`src/dem_pkg.sv`:
```
/*
  Package for the DMA event channel mapper: register map, field layout,
  reset codes, event codes and the carrier structs.
  Assumes a 32-bit AHB-Lite register bus and sixteen DMA channels.
*/
package dem_pkg;

  localparam int NUM_CH = 16;
  localparam int CODE_W = 6;
  localparam int NUM_EVT = 13;

  // Register byte addresses
  localparam logic [31:0] EVENT_MAP_CH0_3_ADDR = 32'h01a0ff00;
  localparam logic [31:0] EVENT_MAP_CH4_7_ADDR = 32'h01a0ff04;
  localparam logic [31:0] EVENT_MAP_CH12_15_ADDR = 32'h01a0ff0c;
  localparam logic [31:0] MAPPER_CTRL_ADDR = 32'h01a0ff10;

  // Code field positions inside a selector register
  localparam int FIELD0_LSB = 0;
  localparam int FIELD_STRIDE = 8;
  localparam logic [31:0] FIELD_MASK = 32'h3f3f3f3f;

  // Chaining channels and their completion codes
  localparam int CHAIN_FIRST = 8;
  localparam int CHAIN_LAST = 11;
  localparam logic [3:0] CHAIN_CODE_FIRST = 4'h8;

  // Event codes
  localparam logic [5:0] EV_HOST = 6'h00;
  localparam logic [5:0] EV_TIMER0 = 6'h01;
  localparam logic [5:0] EV_TIMER1 = 6'h02;
  localparam logic [5:0] EV_SDRAM = 6'h03;
  localparam logic [5:0] EV_GPIO4 = 6'h04;
  localparam logic [5:0] EV_GPIO5 = 6'h05;
  localparam logic [5:0] EV_GPIO6 = 6'h06;
  localparam logic [5:0] EV_GPIO7 = 6'h07;
  localparam logic [5:0] EV_GPIO2 = 6'h0a;
  localparam logic [5:0] EV_SER0_TX = 6'h0c;
  localparam logic [5:0] EV_SER0_RX = 6'h0d;
  localparam logic [5:0] EV_SER1_TX = 6'h0e;
  localparam logic [5:0] EV_SER1_RX = 6'h0f;

  // Reset value of the mode register: 0 selects the fixed mapping
  localparam logic MODE_SELECTABLE_RST = 1'b1;

  typedef struct packed {
    logic serial1_rx_event;
    logic serial1_tx_event;
    logic serial0_rx_event;
    logic serial0_tx_event;
    logic gpio_pin2_event;
    logic gpio_pin7_event;
    logic gpio_pin6_event;
    logic gpio_pin5_event;
    logic gpio_pin4_event;
    logic sdram_refresh_event;
    logic timer_one_event;
    logic timer_zero_event;
    logic host_port_event;
  } dem_events_s;

  typedef struct packed {
    logic valid;
    logic [3:0] completion_code;
  } dem_chain_s;

endpackage

```
`src/dem_code_regs.sv`:
```
/*
  Selector register file: three 32-bit registers holding four 6-bit
  channel codes each, with write strobes and registered read data.
  Assumes writes arrive already decoded from the bus on SYS_CLK.
*/
`timescale 1ns/1ps
`default_nettype none

module dem_code_regs (
  input wire logic clk,          // System clock
  input wire logic rst,          // Synchronous reset, active high
  input wire logic [2:0] wr_sel, // One-hot register write select
  input wire logic [31:0] wdata, // Write data
  input wire logic [1:0] rd_idx, // Register read index
  output logic [31:0] rdata,     // Registered read data
  output logic [95:0] codes      // All three registers, ascending
);

  logic [95:0] regs_q;
  logic [95:0] regs_d;
  logic [31:0] rdata_q;
  logic [31:0] rdata_d;

  // Each field resets to its own channel number
  function automatic logic [31:0] reset_word(input int first_ch);
    logic [31:0] w;
    w = '0;
    for (int f = 0; f < 4; f++) begin
      w[f*dem_pkg::FIELD_STRIDE +: dem_pkg::CODE_W] = 6'(first_ch + f);
    end
    return w;
  endfunction

  localparam logic [95:0] REGS_RST = {reset_word(12), reset_word(4), reset_word(0)};

  always_comb begin
    regs_d = regs_q;
    for (int r = 0; r < 3; r++) begin
      if (wr_sel[r]) begin
        regs_d[r*32 +: 32] = wdata & dem_pkg::FIELD_MASK;
      end
    end
    // Read the next value, so a read riding a write's data phase sees that write
    rdata_d = (rd_idx < 2'd3) ? regs_d[rd_idx*32 +: 32] : 32'h00000000;
  end

  always_ff @(posedge clk) begin
    if (rst) begin
      regs_q <= REGS_RST;
      rdata_q <= 32'h00000000;
    end else begin
      regs_q <= regs_d;
      rdata_q <= rdata_d;
    end
  end

  assign rdata = rdata_q;
  assign codes = regs_q;

endmodule

`default_nettype wire

```
`src/dem_event_decode.sv`:
```
/*
  Turns one 6-bit event code into a trigger, given the current event
  pulses. Reserved codes never trigger.
  Assumes event inputs are single-cycle pulses on the same clock.
*/
`timescale 1ns/1ps
`default_nettype none

module dem_event_decode (
  input wire logic [5:0] code,                // Selected event code
  input wire dem_pkg::dem_events_s events,    // Current event pulses
  output logic hit                            // Selected event is active
);

  always_comb begin
    case (code)
      dem_pkg::EV_HOST: hit = events.host_port_event;
      dem_pkg::EV_TIMER0: hit = events.timer_zero_event;
      dem_pkg::EV_TIMER1: hit = events.timer_one_event;
      dem_pkg::EV_SDRAM: hit = events.sdram_refresh_event;
      dem_pkg::EV_GPIO4: hit = events.gpio_pin4_event;
      dem_pkg::EV_GPIO5: hit = events.gpio_pin5_event;
      dem_pkg::EV_GPIO6: hit = events.gpio_pin6_event;
      dem_pkg::EV_GPIO7: hit = events.gpio_pin7_event;
      dem_pkg::EV_GPIO2: hit = events.gpio_pin2_event;
      dem_pkg::EV_SER0_TX: hit = events.serial0_tx_event;
      dem_pkg::EV_SER0_RX: hit = events.serial0_rx_event;
      dem_pkg::EV_SER1_TX: hit = events.serial1_tx_event;
      dem_pkg::EV_SER1_RX: hit = events.serial1_rx_event;
      default: hit = 1'b0;
    endcase
  end

endmodule

`default_nettype wire

```
`src/dem_mapper.sv`:
```
/*
  DMA event channel mapper: routes peripheral events onto sixteen DMA
  channel triggers, fixed or through software selector registers
  reached over AHB-Lite. Assumes event and completion inputs are
  single-cycle pulses synchronous to SYS_CLK.
*/
// Contract
// - Sixteen channel trigger outputs, one line per channel 0 to 15.
// - Channels 8-11 fire only on completion codes 1000b-1011b; no selector.
// - Fixed mode: each channel takes only its own default event.
// - Selectable mode: channel fires on the event whose code its field holds.
// - Four 6-bit fields per register at 5:0, 13:8, 21:16, 29:24.
// - Fields reset to their own channel number.
// - Event code decoding table; other codes reserved.
// - Selector registers at 0x01a0ff00, 0x01a0ff04, 0x01a0ff0c.
// - Pin events 4 to 7 come from the GPIO block's interrupt pins.
// - Reserved register bits read zero, writes ignored.
`timescale 1ns/1ps
`default_nettype none

module dem_mapper (
  input wire logic SYS_CLK,                   // System clock, 10 MHz
  input wire logic RST,                       // Synchronous reset, active high
  input wire logic HSEL,                      // AHB slave select
  input wire logic [31:0] HADDR,              // AHB address
  input wire logic [1:0] HTRANS,              // AHB transfer type
  input wire logic HWRITE,                    // AHB write
  input wire logic [2:0] HSIZE,               // AHB size
  input wire logic [31:0] HWDATA,             // AHB write data
  input wire logic HREADY,                    // AHB bus ready
  output logic [31:0] HRDATA,                 // AHB read data
  output logic HREADYOUT,                     // AHB slave ready
  output logic HRESP,                         // AHB response, always OKAY
  input wire dem_pkg::dem_events_s EVENTS,    // Peripheral event pulses
  input wire dem_pkg::dem_chain_s CHAIN,      // Completion code pulse
  output logic [15:0] CH_TRIGGER              // Per-channel trigger pulses
);

  typedef enum logic [2:0] {
    ST_IDLE = 3'b001,
    ST_WRITE = 3'b010,
    ST_READ = 3'b100
  } dem_bus_e;

  dem_bus_e state_q;
  dem_bus_e state_d;
  logic [2:0] reg_sel_q;
  logic [2:0] reg_sel_d;
  logic ctrl_sel_q;
  logic ctrl_sel_d;
  logic [1:0] rd_idx_q;
  logic [1:0] rd_idx_d;
  logic mode_sel_q;
  logic mode_sel_d;
  logic hreadyout_q;
  logic hreadyout_d;
  logic [31:0] hrdata_q;
  logic [31:0] hrdata_d;
  logic [15:0] trig_q;
  logic [15:0] trig_d;
  logic [2:0] wr_sel;
  logic [31:0] regs_rdata;
  logic [95:0] codes;
  logic [15:0] sel_hit;
  logic [15:0] fixed_hit;
  logic addr_phase;
  logic hresp_q;

  // Address decode, shared by read and write paths
  function automatic logic [3:0] decode_addr(input logic [31:0] a);
    case (a)
      dem_pkg::EVENT_MAP_CH0_3_ADDR: decode_addr = 4'h1;
      dem_pkg::EVENT_MAP_CH4_7_ADDR: decode_addr = 4'h2;
      dem_pkg::EVENT_MAP_CH12_15_ADDR: decode_addr = 4'h4;
      dem_pkg::MAPPER_CTRL_ADDR: decode_addr = 4'h8;
      default: decode_addr = 4'h0;
    endcase
  endfunction

  // Field position of the code for a non-chaining channel
  function automatic int field_base(input int ch);
    int r;
    r = (ch < 4) ? 0 : (ch < 8) ? 1 : 2;
    return r * 32 + (ch % 4) * dem_pkg::FIELD_STRIDE + dem_pkg::FIELD0_LSB;
  endfunction

  // Register index for read data; 3 selects no selector register and reads zero
  function automatic logic [1:0] read_index(input logic [3:0] d);
    if (d[0]) begin
      return 2'd0;
    end else if (d[1]) begin
      return 2'd1;
    end else if (d[2]) begin
      return 2'd2;
    end
    return 2'd3;
  endfunction

  dem_code_regs u_regs (
    .clk(SYS_CLK),
    .rst(RST),
    .wr_sel(wr_sel),
    .wdata(HWDATA),
    .rd_idx(rd_idx_d), // Index of this address phase, so data stand before the wait ends
    .rdata(regs_rdata),
    .codes(codes)
  );

  // Fixed-mode defaults, one per peripheral channel
  assign fixed_hit = {EVENTS.serial1_rx_event, EVENTS.serial1_tx_event,
                      EVENTS.serial0_rx_event, EVENTS.serial0_tx_event,
                      4'h0,
                      EVENTS.gpio_pin7_event, EVENTS.gpio_pin6_event,
                      EVENTS.gpio_pin5_event, EVENTS.gpio_pin4_event,
                      EVENTS.sdram_refresh_event, EVENTS.timer_one_event,
                      EVENTS.timer_zero_event, EVENTS.host_port_event};

  // Every non-chaining channel decodes its own code, so shared codes fan out
  genvar gc;
  generate
    for (gc = 0; gc < dem_pkg::NUM_CH; gc++) begin : g_ch
      if (gc >= dem_pkg::CHAIN_FIRST && gc <= dem_pkg::CHAIN_LAST) begin : g_chain
        assign sel_hit[gc] = 1'b0;
      end else begin : g_periph
        dem_event_decode u_dec (
          .code(codes[field_base(gc) +: dem_pkg::CODE_W]),
          .events(EVENTS),
          .hit(sel_hit[gc])
        );
      end
    end
  endgenerate

  always_comb begin
    for (int c = 0; c < dem_pkg::NUM_CH; c++) begin
      if (c >= dem_pkg::CHAIN_FIRST && c <= dem_pkg::CHAIN_LAST) begin
        trig_d[c] = CHAIN.valid &&
                    (CHAIN.completion_code == 4'(c));
      end else begin
        trig_d[c] = mode_sel_q ? sel_hit[c] : fixed_hit[c];
      end
    end
  end

  always_ff @(posedge SYS_CLK) begin
    if (RST) begin
      trig_q <= 16'h0000;
    end else begin
      trig_q <= trig_d;
    end
  end

  // Bus slave: writes land one cycle after the address phase,
  // reads need one wait cycle because register read data is registered
  assign addr_phase = HSEL && HREADY && HTRANS[1];
  assign wr_sel = (state_q == ST_WRITE) ? reg_sel_q : 3'b000;

  always_comb begin
    logic [3:0] dec;
    dec = decode_addr(HADDR);
    state_d = state_q;
    reg_sel_d = reg_sel_q;
    ctrl_sel_d = ctrl_sel_q;
    rd_idx_d = rd_idx_q;
    mode_sel_d = mode_sel_q;
    hreadyout_d = 1'b1;
    hrdata_d = hrdata_q;
    case (state_q)
      ST_IDLE: begin
        if (addr_phase) begin
          reg_sel_d = dec[2:0];
          ctrl_sel_d = dec[3];
          rd_idx_d = read_index(dec);
          if (HWRITE) begin
            state_d = ST_WRITE;
          end else begin
            state_d = ST_READ;
            hreadyout_d = 1'b0;
          end
        end
      end
      ST_WRITE: begin
        if (ctrl_sel_q) begin
          mode_sel_d = HWDATA[0];
        end
        state_d = ST_IDLE;
        if (addr_phase) begin
          reg_sel_d = dec[2:0];
          ctrl_sel_d = dec[3];
          rd_idx_d = read_index(dec);
          state_d = HWRITE ? ST_WRITE : ST_READ;
          hreadyout_d = HWRITE;
        end
      end
      ST_READ: begin
        // Registered regs data is valid now; unmapped reads give zero
        hrdata_d = ctrl_sel_q ? {31'h00000000, mode_sel_q} : regs_rdata;
        state_d = ST_IDLE;
      end
      default: begin
        state_d = ST_IDLE;
      end
    endcase
  end

  always_ff @(posedge SYS_CLK) begin
    if (RST) begin
      state_q <= ST_IDLE;
      reg_sel_q <= 3'b000;
      ctrl_sel_q <= 1'b0;
      rd_idx_q <= 2'd3;
      mode_sel_q <= dem_pkg::MODE_SELECTABLE_RST;
      hreadyout_q <= 1'b1;
      hrdata_q <= 32'h00000000;
      hresp_q <= 1'b0;
    end else begin
      state_q <= state_d;
      reg_sel_q <= reg_sel_d;
      ctrl_sel_q <= ctrl_sel_d;
      rd_idx_q <= rd_idx_d;
      mode_sel_q <= mode_sel_d;
      hreadyout_q <= hreadyout_d;
      hrdata_q <= hrdata_d;
      // Error responses are never given; still a flop so every output is registered
      hresp_q <= 1'b0;
    end
  end

  assign HRDATA = hrdata_q;
  assign HREADYOUT = hreadyout_q;
  assign HRESP = hresp_q;
  assign CH_TRIGGER = trig_q;

endmodule

`default_nettype wire

```
`config.mk`:
```
export PLATFORM = sky130hd
export DESIGN_NAME = dem_mapper
export DESIGN_NICKNAME = d
export VERILOG_FILES = /design/src/dem_pkg.sv /design/src/dem_code_regs.sv /design/src/dem_event_decode.sv /design/src/dem_mapper.sv
export SDC_FILE = /design/constraint.sdc
export NUM_CORES = 1
export LEC_CHECK = 0
export ABC_CLOCK_PERIOD_IN_PS = 5900
export BUFFER_PORTS_ARGS = -buffer_cell sky130_fd_sc_hd__buf_2
export CAP_MARGIN = 20
export CORE_UTILIZATION = 45
export CTS_CLUSTER_DIAMETER = 40
export DETAILED_ROUTE_END_ITERATION = 6
export GPL_TIMING_DRIVEN = 0
export PLACE_DENSITY = 0.76
export SLEW_MARGIN = 20
export SYNTH_ARGS = -nofsm -noshare
export SYNTH_HDL_FRONTEND = slang
export SYNTH_SLANG_ARGS = --single-unit
```
`constraint.sdc`:
```
create_clock -name SYS_CLK -period 5.9 [get_ports SYS_CLK]
set_clock_uncertainty 0.05 [all_clocks]
set_input_delay 0.295 -clock SYS_CLK [delete_from_list [all_inputs] [get_ports SYS_CLK]]
set_output_delay 0.295 -clock SYS_CLK [all_outputs]
set_load 0.02 [all_outputs]
```
## Word level (Yosys, flattened, before mapping)

Index checks and enable logic that the tools add are counted.

- Input port bits: 92
- Output and inout port bits: 50
- Register bits after elaboration: 187
- Word-level logic and storage cells: 243

- Bitwise gates (word level): 1
- Multiplexer cells: 52
- Shifts and indexed selects: 1
- Magnitude comparators: 1
- Equal/unequal tests: 156
- Reductions and logical operators: 22

Operators by type and width:

| cell | number |
|---|---|
| 6-bit by 4-bit == test with 1-bit output, second input constant | 60 |
| 6-bit by 3-bit == test with 1-bit output, second input constant | 48 |
| 1-bit case mux with 13 select lines | 12 |
| 6-bit by 2-bit == test with 1-bit output, second input constant | 24 |
| 32-bit by 25-bit == test with 1-bit output, second input constant | 4 |
| 32-bit two-way mux | 4 |
| 96-bit by 8-bit indexed part select with 32-bit output | 1 |
| 6-bit by 1-bit == test with 1-bit output, second input constant | 12 |
| 6-bit logical NOT | 12 |
| 1-bit two-way mux | 21 |
| 4-bit == test, second input constant | 4 |
| 4-bit case mux with 4 select lines | 1 |
| 2-bit two-way mux | 7 |
| 3-bit two-way mux | 4 |
| 1-bit logical AND | 6 |
| 3-bit case mux with 2 select lines | 1 |
| 2-bit case mux with 2 select lines | 1 |
| 2-bit AND reduction | 2 |
| 2-bit OR reduction | 2 |
| 3-bit by 1-bit == test with 1-bit output, second input constant | 1 |
| 3-bit by 2-bit == test with 1-bit output, second input constant | 1 |
| 3-bit == test, second input constant | 1 |
| 2-bit less-than comparator, second input constant | 1 |
| 2-bit != test, second input constant | 1 |
| 2 further kinds | 2 |

## Logic depth before layout (Yosys ltp)

Gate-level depths: netlist of the first run.

- Word-level depth: 13
- Mapped depth: 8
- Gate-level depth less buffers: 6

## Hierarchy

A second synthesis of the first run with hierarchy kept.

- Cell total of the unflattened synthesis: 912
- Area, all modules: 9132.5 µm²

Modules (own cells, without submodules):

| module | instances | cells each | sequential area each (µm²) | area an instance (µm²) |
|---|---|---|---|---|
| dem_code_regs | 1 | 429 | 2562.5 | 4660.7 |
| dem_mapper | 1 | 267 | 1181.1 | 2429.8 |
| dem_event_decode | 12 | 18 | 0.0 | 170.2 |

## Worst setup path after synthesis of the first run

OpenSTA, ideal clock, no wires.

- Path type: input port to flip-flop
- From: input HADDR[4]
- To: register u_regs.rdata_q[16], in the netlist u_regs.rdata[16]
- Path buffers: 2
- Arrival: 2.073 ns
- Setup slack: 3.708 ns
- Stages on the path: 8
- Required time: 5.781 ns
- Setup time: 0.069 ns
- Cells stage by stage: or4_4 -> nand3b_4 -> or2_0 -> buf_2 -> o31ai_4 -> buf_6 -> o221ai_1 -> o21ai_1

- Longest elaborated chain between the ends: 13
- Elaborated cells between the ends (all ways): 22
- Those cells by class: order compare (1); eq/ne (4); shift (1); mux (14); bitwise (1); reduce/logical (1)

Ends and longest elaborated chain:

| item | line | text |
|---|---|---|
| start: declaration | dem_mapper.sv:25 | `input wire logic [31:0] HADDR,` |
| 32-bit by 25-bit == test with 1-bit output | dem_mapper.sv:71 | `case (a)` |
| 4-bit case mux with 4 select lines * | dem_mapper.sv:71 |  |
| 1-bit two-way mux | dem_mapper.sv:93 | `end else if (d[2]) begin` |
| 1-bit two-way mux | dem_mapper.sv:91 | `end else if (d[1]) begin` |
| 1-bit two-way mux | dem_mapper.sv:89 | `if (d[0]) begin` |
| 1-bit two-way mux | dem_mapper.sv:170 | `if (addr_phase) begin` |
| 1-bit two-way mux | dem_mapper.sv:168 | `case (state_q)` |
| 2-bit two-way mux | dem_mapper.sv:96 | `return 2'd3;` |
| 2-bit two-way mux (on tied branches) | dem_mapper.sv:187, dem_mapper.sv:170 |  |
| 2-bit case mux with 2 select lines * | dem_mapper.sv:168 |  |
| parallel branches: the longest is 3 deep, another holds 96-bit by 8-bit indexed part select with 32-bit output | - |  |
| end signal: assignment | dem_code_regs.sv:53 | `rdata_q <= rdata_d;` |
| end: declaration | dem_code_regs.sv:21 | `logic [31:0] rdata_q;` |

Mark *: on every way between the ends. The select of a mux whose other input is x is not followed.
A chain may end at the register's enable or synchronous reset.

## Final worst setup path of the first run

- From: register state_q[2]
- To: register u_regs.rdata_q[8], in the netlist u_regs.rdata[8]

- Longest elaborated chain between the ends: 5
- Elaborated cells between the ends (all ways): 11
- Those cells by class: order compare (1); eq/ne (2); shift (1); mux (5); bitwise (1); reduce/logical (1)

Ends and longest elaborated chain:

| item | line | text |
|---|---|---|
| start: declaration | dem_mapper.sv:45 | `dem_bus_e state_q;` |
| start signal: assignment | dem_mapper.sv:217 | `state_q <= state_d;` |
| parallel branches: the longest is 5 deep, another holds 96-bit by 8-bit indexed part select with 32-bit output | - |  |

Parallel ways; which one is timed is not known.

==> key figures, run 1 <==
Run status
  – Status: complete, no violations

Place
  – Placer Congestion: about 0.96
  – I/O Buffers: ~130
  – Post-Place Setup Slack: 2.96 ns
  – HPWL Detailed: 18,900 µm

Finish
  – Area grow syn2layout: 18.4%
  – Number of diodes: 0
  – Commonest cells after routing, fill and taps aside: nand2_1, dfxtp_1, buf_2
  – Final Util: 0.545
  – Leading cell type in the layout, fill and taps excluded: nand2_1
  – Share of cells above drive strength 1: 0.210
  – Fin nets: 1,173

Floorplanning
  – Rows: 50
  – Die ar.: 19,700 µm²
  – Io pins: 142
  – Starting Density: 0.460
  – Height of the chip: 140 µm
  – Core Region: 18,700 µm²
  – Die X: between 100 and 150 µm

Routing
  – Vias per cell: roughly 5.9
  – Number of remaining DRC errors: 0
  – Final wirelength: 26,200 µm
  – Drt pass-1 iters: 7
  – Antenna-violating nets left: 0
  – 1st-iter DRT viols: 1,006
  – Routed wire per std cell: 19.7 µm
  – Vias: slightly below 8,000

GRT
  – Initial antenna violation count: 1
  – Global-route wire length before repair: 40,600 µm
  – Vias in the first global route: 7,285
  – Largest net degree at the start of global routing: 17
  – GRT Util Overall: 0.272
  – Gr ovfl total: 0

Synthesis
  – Syn Std Cell Area: 8600 µm²
  – Most used DFF post-synth: dfxtp_1
  – Number of synthesized register bits: 187
  – Post-synthesis sequential area ratio: 0.435
  – Asr flop ratio synth: 0
  – Yosys Warn Count: 0
  – Mapped Cells: 932
  – Post-synth EDFFs: 0
  – Syn_area_per_cell: 9.23 µm²
  – Synth unique cells: 68
  – Post-Syn Nets: 1,024

Setup path
  – Worst path arrival time: between 3 and 4 ns
  – Startpoint Class: flop
  – Setup crit end kind: flop
  – Reg2reg path depth: 6
  – CP Data Required Time: 6.13 ns
  – Class of the most critical setup path: flop to flop
  – CP Max Fanout: 9

Timing
  – RSZ-0062 raised after global routing: no
  – Worst setup margin: 2.82 ns
  – Measured slew at the worst slew-check pin: around 0.98 ns
  – Hold_ws: 0.0330 ns
  – Final Hold Viols: 0
  – Rel. slew slack: 0.343
  – Peak Freq: approximately 320 MHz
  – Setup violations, final: 0
  – Max-slew violations: 0
  – Crit path time final: 3.08 ns
  – Fin Setup TNS: 0 ns
  – Period utilization: 0.522

Clock tree
  – TritonCTS clock tree: yes
  – Clock-pin slew on the worst setup and hold paths: 0.07 ns
  – Max Root-Sink Buffers: 2
  – Root Driver: clkbuf_16
  – H-tree level count: 4
  – Sink Count: 187
  – CTS Buf Count: 17
  – Clk_lat worst skew: 0.45 ns

Power
  – Power density over the cells: 259 nW/µm²
  – Leakage: between 3 and 4 nW
  – VDD IR-drop max: ~0.0002 V

Run
  – Max-cap check violation count: 0

Worst hold path
  – Hold Crit Depth: 3
  – Worst hold path type: primary input to flop
-- synthesized netlist by cell type (all sizes together), types with 2 or more instances --
library cell | n | area share
and4 | 2 | 0.0022
o22ai | 7 | 0.0051
a32oi | 2 | 0.0020
o221ai | 24 | 0.025
nor3b | 4 | 0.0035
o31ai | 2 | 0.0033
inv | 4 | 0.0017
a21boi | 2 | 0.0017
o2bb2ai | 2 | 0.0020
nand2 | 198 | 0.086
nor4 | 6 | 0.0044
nor3 | 6 | 0.0035
nand4 | 5 | 0.0036
nand3 | 11 | 0.0064
nand2b | 18 | 0.013
dfxtp | 187 | 0.44
nor4b | 4 | 0.0048
mux4 | 42 | 0.11
o21ai | 19 | 0.011
nor4bb | 3 | 0.0035
a31oi | 2 | 0.0015
clkbuf | 61 | 0.033
o21bai | 3 | 0.0026
nand3b | 45 | 0.041
a2111oi | 4 | 0.0041
and3 | 2 | 0.0015
or3 | 3 | 0.0023
and2 | 27 | 0.020
a22o | 9 | 0.0092
or2 | 3 | 0.0022
nor2 | 45 | 0.021
nand4b | 2 | 0.0020
and3b | 7 | 0.0071
a21oi | 110 | 0.064
mux2i | 24 | 0.028
a211oi | 6 | 0.0052
buf | 13 | 0.0090
nor2b | 4 | 0.0029
-- worst max-delay path, cell delays in order, from the launching register on --
cell	delay, ns
dfxtp_1	0.36
nand4b_1	0.37
nor4b_2	0.45
nand3_1	0.28
a21oi_1	0.69
o221ai_1	0.25
o22ai_1	0.47
-- per-layer routing --
| metal | up-vias | GRT usage | wire [µm] |
|---|---|---|---|
| met5 | - | 0 | 0 |
| met4 | 0 | 0.0995 | 805 |
| met3 | 73 | 0.0800 | 2930 |
| met2 | 508 | 0.427 | 11800 |
| met1 | 3691 | 0.355 | 10700 |
| li1 | 3626 | - | - |
-- what timing repair did --
action	4_1_cts	5_1_grt
gates resized for setup	0	0
hold buffers	2	0
endpoints found under the hold margin	2	0
setup buffers	0	0
-- worst paths after layout --
check	startpoint	end	slack, ns
max	state_q[2]	u_regs.rdata[8]	2.82
max reg2reg	state_q[2]	u_regs.rdata[8]	2.82
min reg2reg	HRDATA[13]	HRDATA[13]	0.40
min	HWRITE	state_q[1]	0.03
-- layout make-up --
| class | count | area, µm² |
|---|---|---|
| plain buffers | 74 | 362 |
| fillers | 1663 | 8520 |
| flip-flops and latches | 187 | 3740 |
| repair buffers | 130 | 661 |
| multi-input cells | 667 | 4480 |
| well taps | 234 | 293 |
| clock buffers | 18 | 439 |
| inverters | 4 | 15.0 |
| clock inverters | 14 | 194 |
-- sequential cells by signal (all words and copies together) (netlist names) --
name and count:
HRDATA 32, ctrl_sel_q 1, CH_TRIGGER 16, HREADYOUT 1, reg_sel_q 3, state_q 3, u_regs.codes 96, u_regs.rdata 32
rd_idx_q 2, mode_sel_q 1
-- cells by family after synthesis --
kind of cell    after synthesis  synth area share
mux                          66             0.138
compound gates              198             0.143
xor+xnor                      2           0.00204
flops                       187             0.435
simple gates                400             0.238
other cells                   1          0.000436
buf+inv                      78            0.0438
-- metrics by stage --
step / cells / total power, W / instance area, µm²
2_1_floorplan: 932 / 0.00137 / 8600
3_3_place_gp: 1294 / 0.00144 / 9540
3_5_place_dp: 1294 / 0.00144 / 9540
4_1_cts: 1328 / 0.00264 / 10200
5_1_grt: 1328 / 0.00271 / 10200
6_report: 1328 / 0.00264 / 10200
-- report_power, final --
group	internal [W]	switching, W	total [W]
clock	0.000723	0.000503	0.00123
sequential	0.00127	0.00000157	0.00127
combinational	0.0000616	0.0000856	0.000147
Note: power is estimated with default switching activity, not from simulation.
==> run 2: changes to the inputs <==
--- a/config.mk
+++ b/config.mk
@@ -5,14 +5,14 @@
 export SDC_FILE = /design/constraint.sdc
 export NUM_CORES = 1
 export LEC_CHECK = 0
-export ABC_CLOCK_PERIOD_IN_PS = 5900
+export ABC_CLOCK_PERIOD_IN_PS = 2800
 export BUFFER_PORTS_ARGS = -buffer_cell sky130_fd_sc_hd__buf_2
 export CAP_MARGIN = 20
 export CORE_UTILIZATION = 45
 export CTS_CLUSTER_DIAMETER = 40
 export DETAILED_ROUTE_END_ITERATION = 6
 export GPL_TIMING_DRIVEN = 0
-export PLACE_DENSITY = 0.76
+export PLACE_DENSITY = 0.79
 export SLEW_MARGIN = 20
 export SYNTH_ARGS = -nofsm -noshare
 export SYNTH_HDL_FRONTEND = slang
==> constraint.sdc (replaced) <==
create_clock -name SYS_CLK -period 2.8 [get_ports SYS_CLK]
set_clock_uncertainty 0.05 [all_clocks]
set_input_delay 0.14 -clock SYS_CLK [delete_from_list [all_inputs] [get_ports SYS_CLK]]
set_output_delay 0.14 -clock SYS_CLK [all_outputs]
set_load 0.02 [all_outputs]
==> run 2 against run 1 <==
Worst setup slack worse by 2.8 ns. Die area stayed put. Critical path depth is 1 lower. Final cell count is 2.2% higher. Core utilization is 1.9 points higher. Clock-buffer cell count is 3 higher. Sequential power is 110% higher. Total power is 110% higher.
==> key figures, run 2 (synthesis gave the netlist of run 1 again) <==
GRT
  – Global-route wire length before repair: 40,900 µm (was 40,600 µm)
  – GRT Util Overall: 0.274 (was 0.272)
  – Largest net degree at the start of global routing: 17 (unchanged)
  – Initial antenna violation count: 1 (unchanged)
  – Gr ovfl total: 0 (unchanged)
  – Vias in the first global route: 7,547 (was 7,285)

Setup path
  – Class of the most critical setup path: flop to flop (unchanged)
  – Flop2flop setup slack: 0.02 ns (was 2.82 ns)
  – CP Max Fanout: 8 (was 9)
  – CP Data Required Time: 3.04 ns (was 6.13 ns)
  – Reg2reg path depth: 5 (was 6)
  – Worst path arrival time: 3.02 ns (was 3.31 ns)
  – Worst r2r src: state_q[2] (unchanged)
  – Startpoint Class: flop (unchanged)
  – R2r endpoint: u_regs.rdata[25] (was u_regs.rdata[8])
  – Setup crit end kind: flop (unchanged)

Finish
  – Max reg flops: 96 (unchanged)
  – Number of diodes: 0 (unchanged)
  – Commonest cells after routing, fill and taps aside: nand2_1, dfxtp_1, buf_2 (unchanged)
  – Share of cells above drive strength 1: 0.217 (was 0.210)
  – Fin nets: 1,202 (was 1,173)
  – Post-Layout Inst Area: 10,500 µm² (was 10,200 µm²)
  – Leading cell type in the layout, fill and taps excluded: nand2_1 (unchanged)
  – Final Util: 0.563 (was 0.545)
  – Area grow syn2layout: 22.5% (was 18.4%)
  – Non-filler cells, final: 1,357 (was 1,328)

Timing
  – Rel. slew slack: 0.495 (was 0.343)
  – Setup violations, final: 0 (unchanged)
  – Max-slew violations: 0 (unchanged)
  – Period utilization: 0.993 (was 0.522)
  – RSZ-0062 raised after global routing: no (unchanged)
  – Final Hold Viols: 0 (unchanged)
  – Measured slew at the worst slew-check pin: 0.758 ns (was 0.984 ns)
  – Crit path time final: 2.78 ns (was 3.08 ns)
  – Peak Freq: 360 MHz (was 325 MHz)

Place
  – Placer Congestion: 0.930 (was 0.956)
  – HPWL Detailed: 19,100 µm (was 18,900 µm)
  – Post-Place Cell Area: 9540 µm² (unchanged)
  – Dpl cells: 1,294 (unchanged)
  – I/O Buffers: 128 (unchanged)

Run
  – Max-cap check violation count: 0 (unchanged)

Floorplanning
  – Io pins: 142 (unchanged)
  – Core Region: 18,700 µm² (unchanged)
  – Starting Density: 0.460 (unchanged)
  – Die ar.: 19,700 µm² (unchanged)
  – Die X: 140 µm (unchanged)
  – Height of the chip: 140 µm (unchanged)
  – Rows: 50 (unchanged)

Routing
  – Final wirelength: 26,200 µm (about the same)
  – Vias: 7,969 (was 7,898)
  – 1st-iter DRT viols: 909 (was 1,006)
  – Vias per cell: 5.87 (was 5.95)
  – Antenna-violating nets left: 0 (unchanged)
  – Number of remaining DRC errors: 0 (unchanged)
  – Drt pass-1 iters: 5 (was 7)
  – Routed wire per std cell: 19.3 µm (was 19.7 µm)

Worst hold path
  – Worst hold path type: primary input to flop (unchanged)
  – Hold path endpoint: CH_TRIGGER[8] (was state_q[1])
  – Hold Crit Depth: 3 (unchanged)
  – Hold Crit Start: CHAIN[3] (was HWRITE)

Clock tree
  – H-tree level count: 4 (unchanged)
  – Max Root-Sink Buffers: 2 (unchanged)
  – Clk_lat worst skew: 0.44 ns (was 0.45 ns)
  – Clock-pin slew on the worst setup and hold paths: 0.07 ns (about the same)
  – CTS Buf Count: 17 (unchanged)
  – TritonCTS clock tree: yes (unchanged)
  – Root Driver: clkbuf_16 (unchanged)
  – Sink Count: 187 (unchanged)

Run status
  – Status: complete, no violations (unchanged)

Power
  – VDD IR-drop max: 0.000386 V (was 0.000196 V)
  – Leakage: 4.05 nW (was 3.91 nW)
  – Power density over the cells: 530 nW/µm² (was 259 nW/µm²)
-- run 2: metrics by stage --
step	setup WS, ns	total power, W	TNS, ns	hold WS (ns)
2_1_floorplan	0.738	0.00288	0	0.162
3_3_place_gp	-0.120	0.00303	-0.236	0.290
3_5_place_dp	-0.128	0.00303	-0.303	0.292
4_1_cts	0.0346	0.00558	0	0.0570
5_1_grt	0.0161	0.00572	0	0.0720
6_report	0.0208	0.00558	0	0.0778
-- run 2: area by class of cell --
cell class,instances,area (µm²)
multi-input combinational,667,4550
inverter,4,15.0
clock buffer,21,470
timing repair buffer,159,951
clock inverter,11,158
buffer,74,364
sequential,187,3740
tap,234,293
fill,1649,8170
-- run 2: worst max-delay path by stage --
stage / start / endpoint / slack (ns)
after floorplan: state_q[2] / u_regs.rdata[15] / 0.74
after global placement: state_q[2] / u_regs.rdata[8] / -0.12
after detailed placement: state_q[2] / u_regs.rdata[8] / -0.13
after CTS: state_q[2] / u_regs.rdata[1] / 0.03
after global routing: state_q[1] / u_regs.rdata[17] / 0.02
final: state_q[2] / u_regs.rdata[25] / 0.02
-- run 2: timing repair --
item	in CTS	in global routing
buffers inserted	0	0
gates cloned	0	0
resized for setup	5	11
endpoints found under the setup margin	6	28
hold endpoints to repair	87	0
hold buffers	31	0
-- run 2: routing by layer --
layer / track usage / routed length, µm / vias to the layer above
met3: 0.0735 / 2690 / 81
met2: 0.423 / 11800 / 467
met4: 0.125 / 958 / 0
met1: 0.358 / 10800 / 3731
met5: 0 / 0 / -
li1: - / - / 3690
-- run 2: report_power, final --
group	total [W]	leakage, nW	switching, W	internal (W)
registers	0.00267	1.51	0.00000347	0.00267
clock network	0.00257	0.306	0.00108	0.00149
logic	0.000340	2.24	0.000185	0.000155
-- run 2: critical path, cell delays in order (launching register included) --
cell,delay [ns]
dfxtp_1,0.36
nand4b_1,0.38
or4b_4,0.68
o31ai_4,0.46
nand2_2,0.28
o22ai_1,0.42
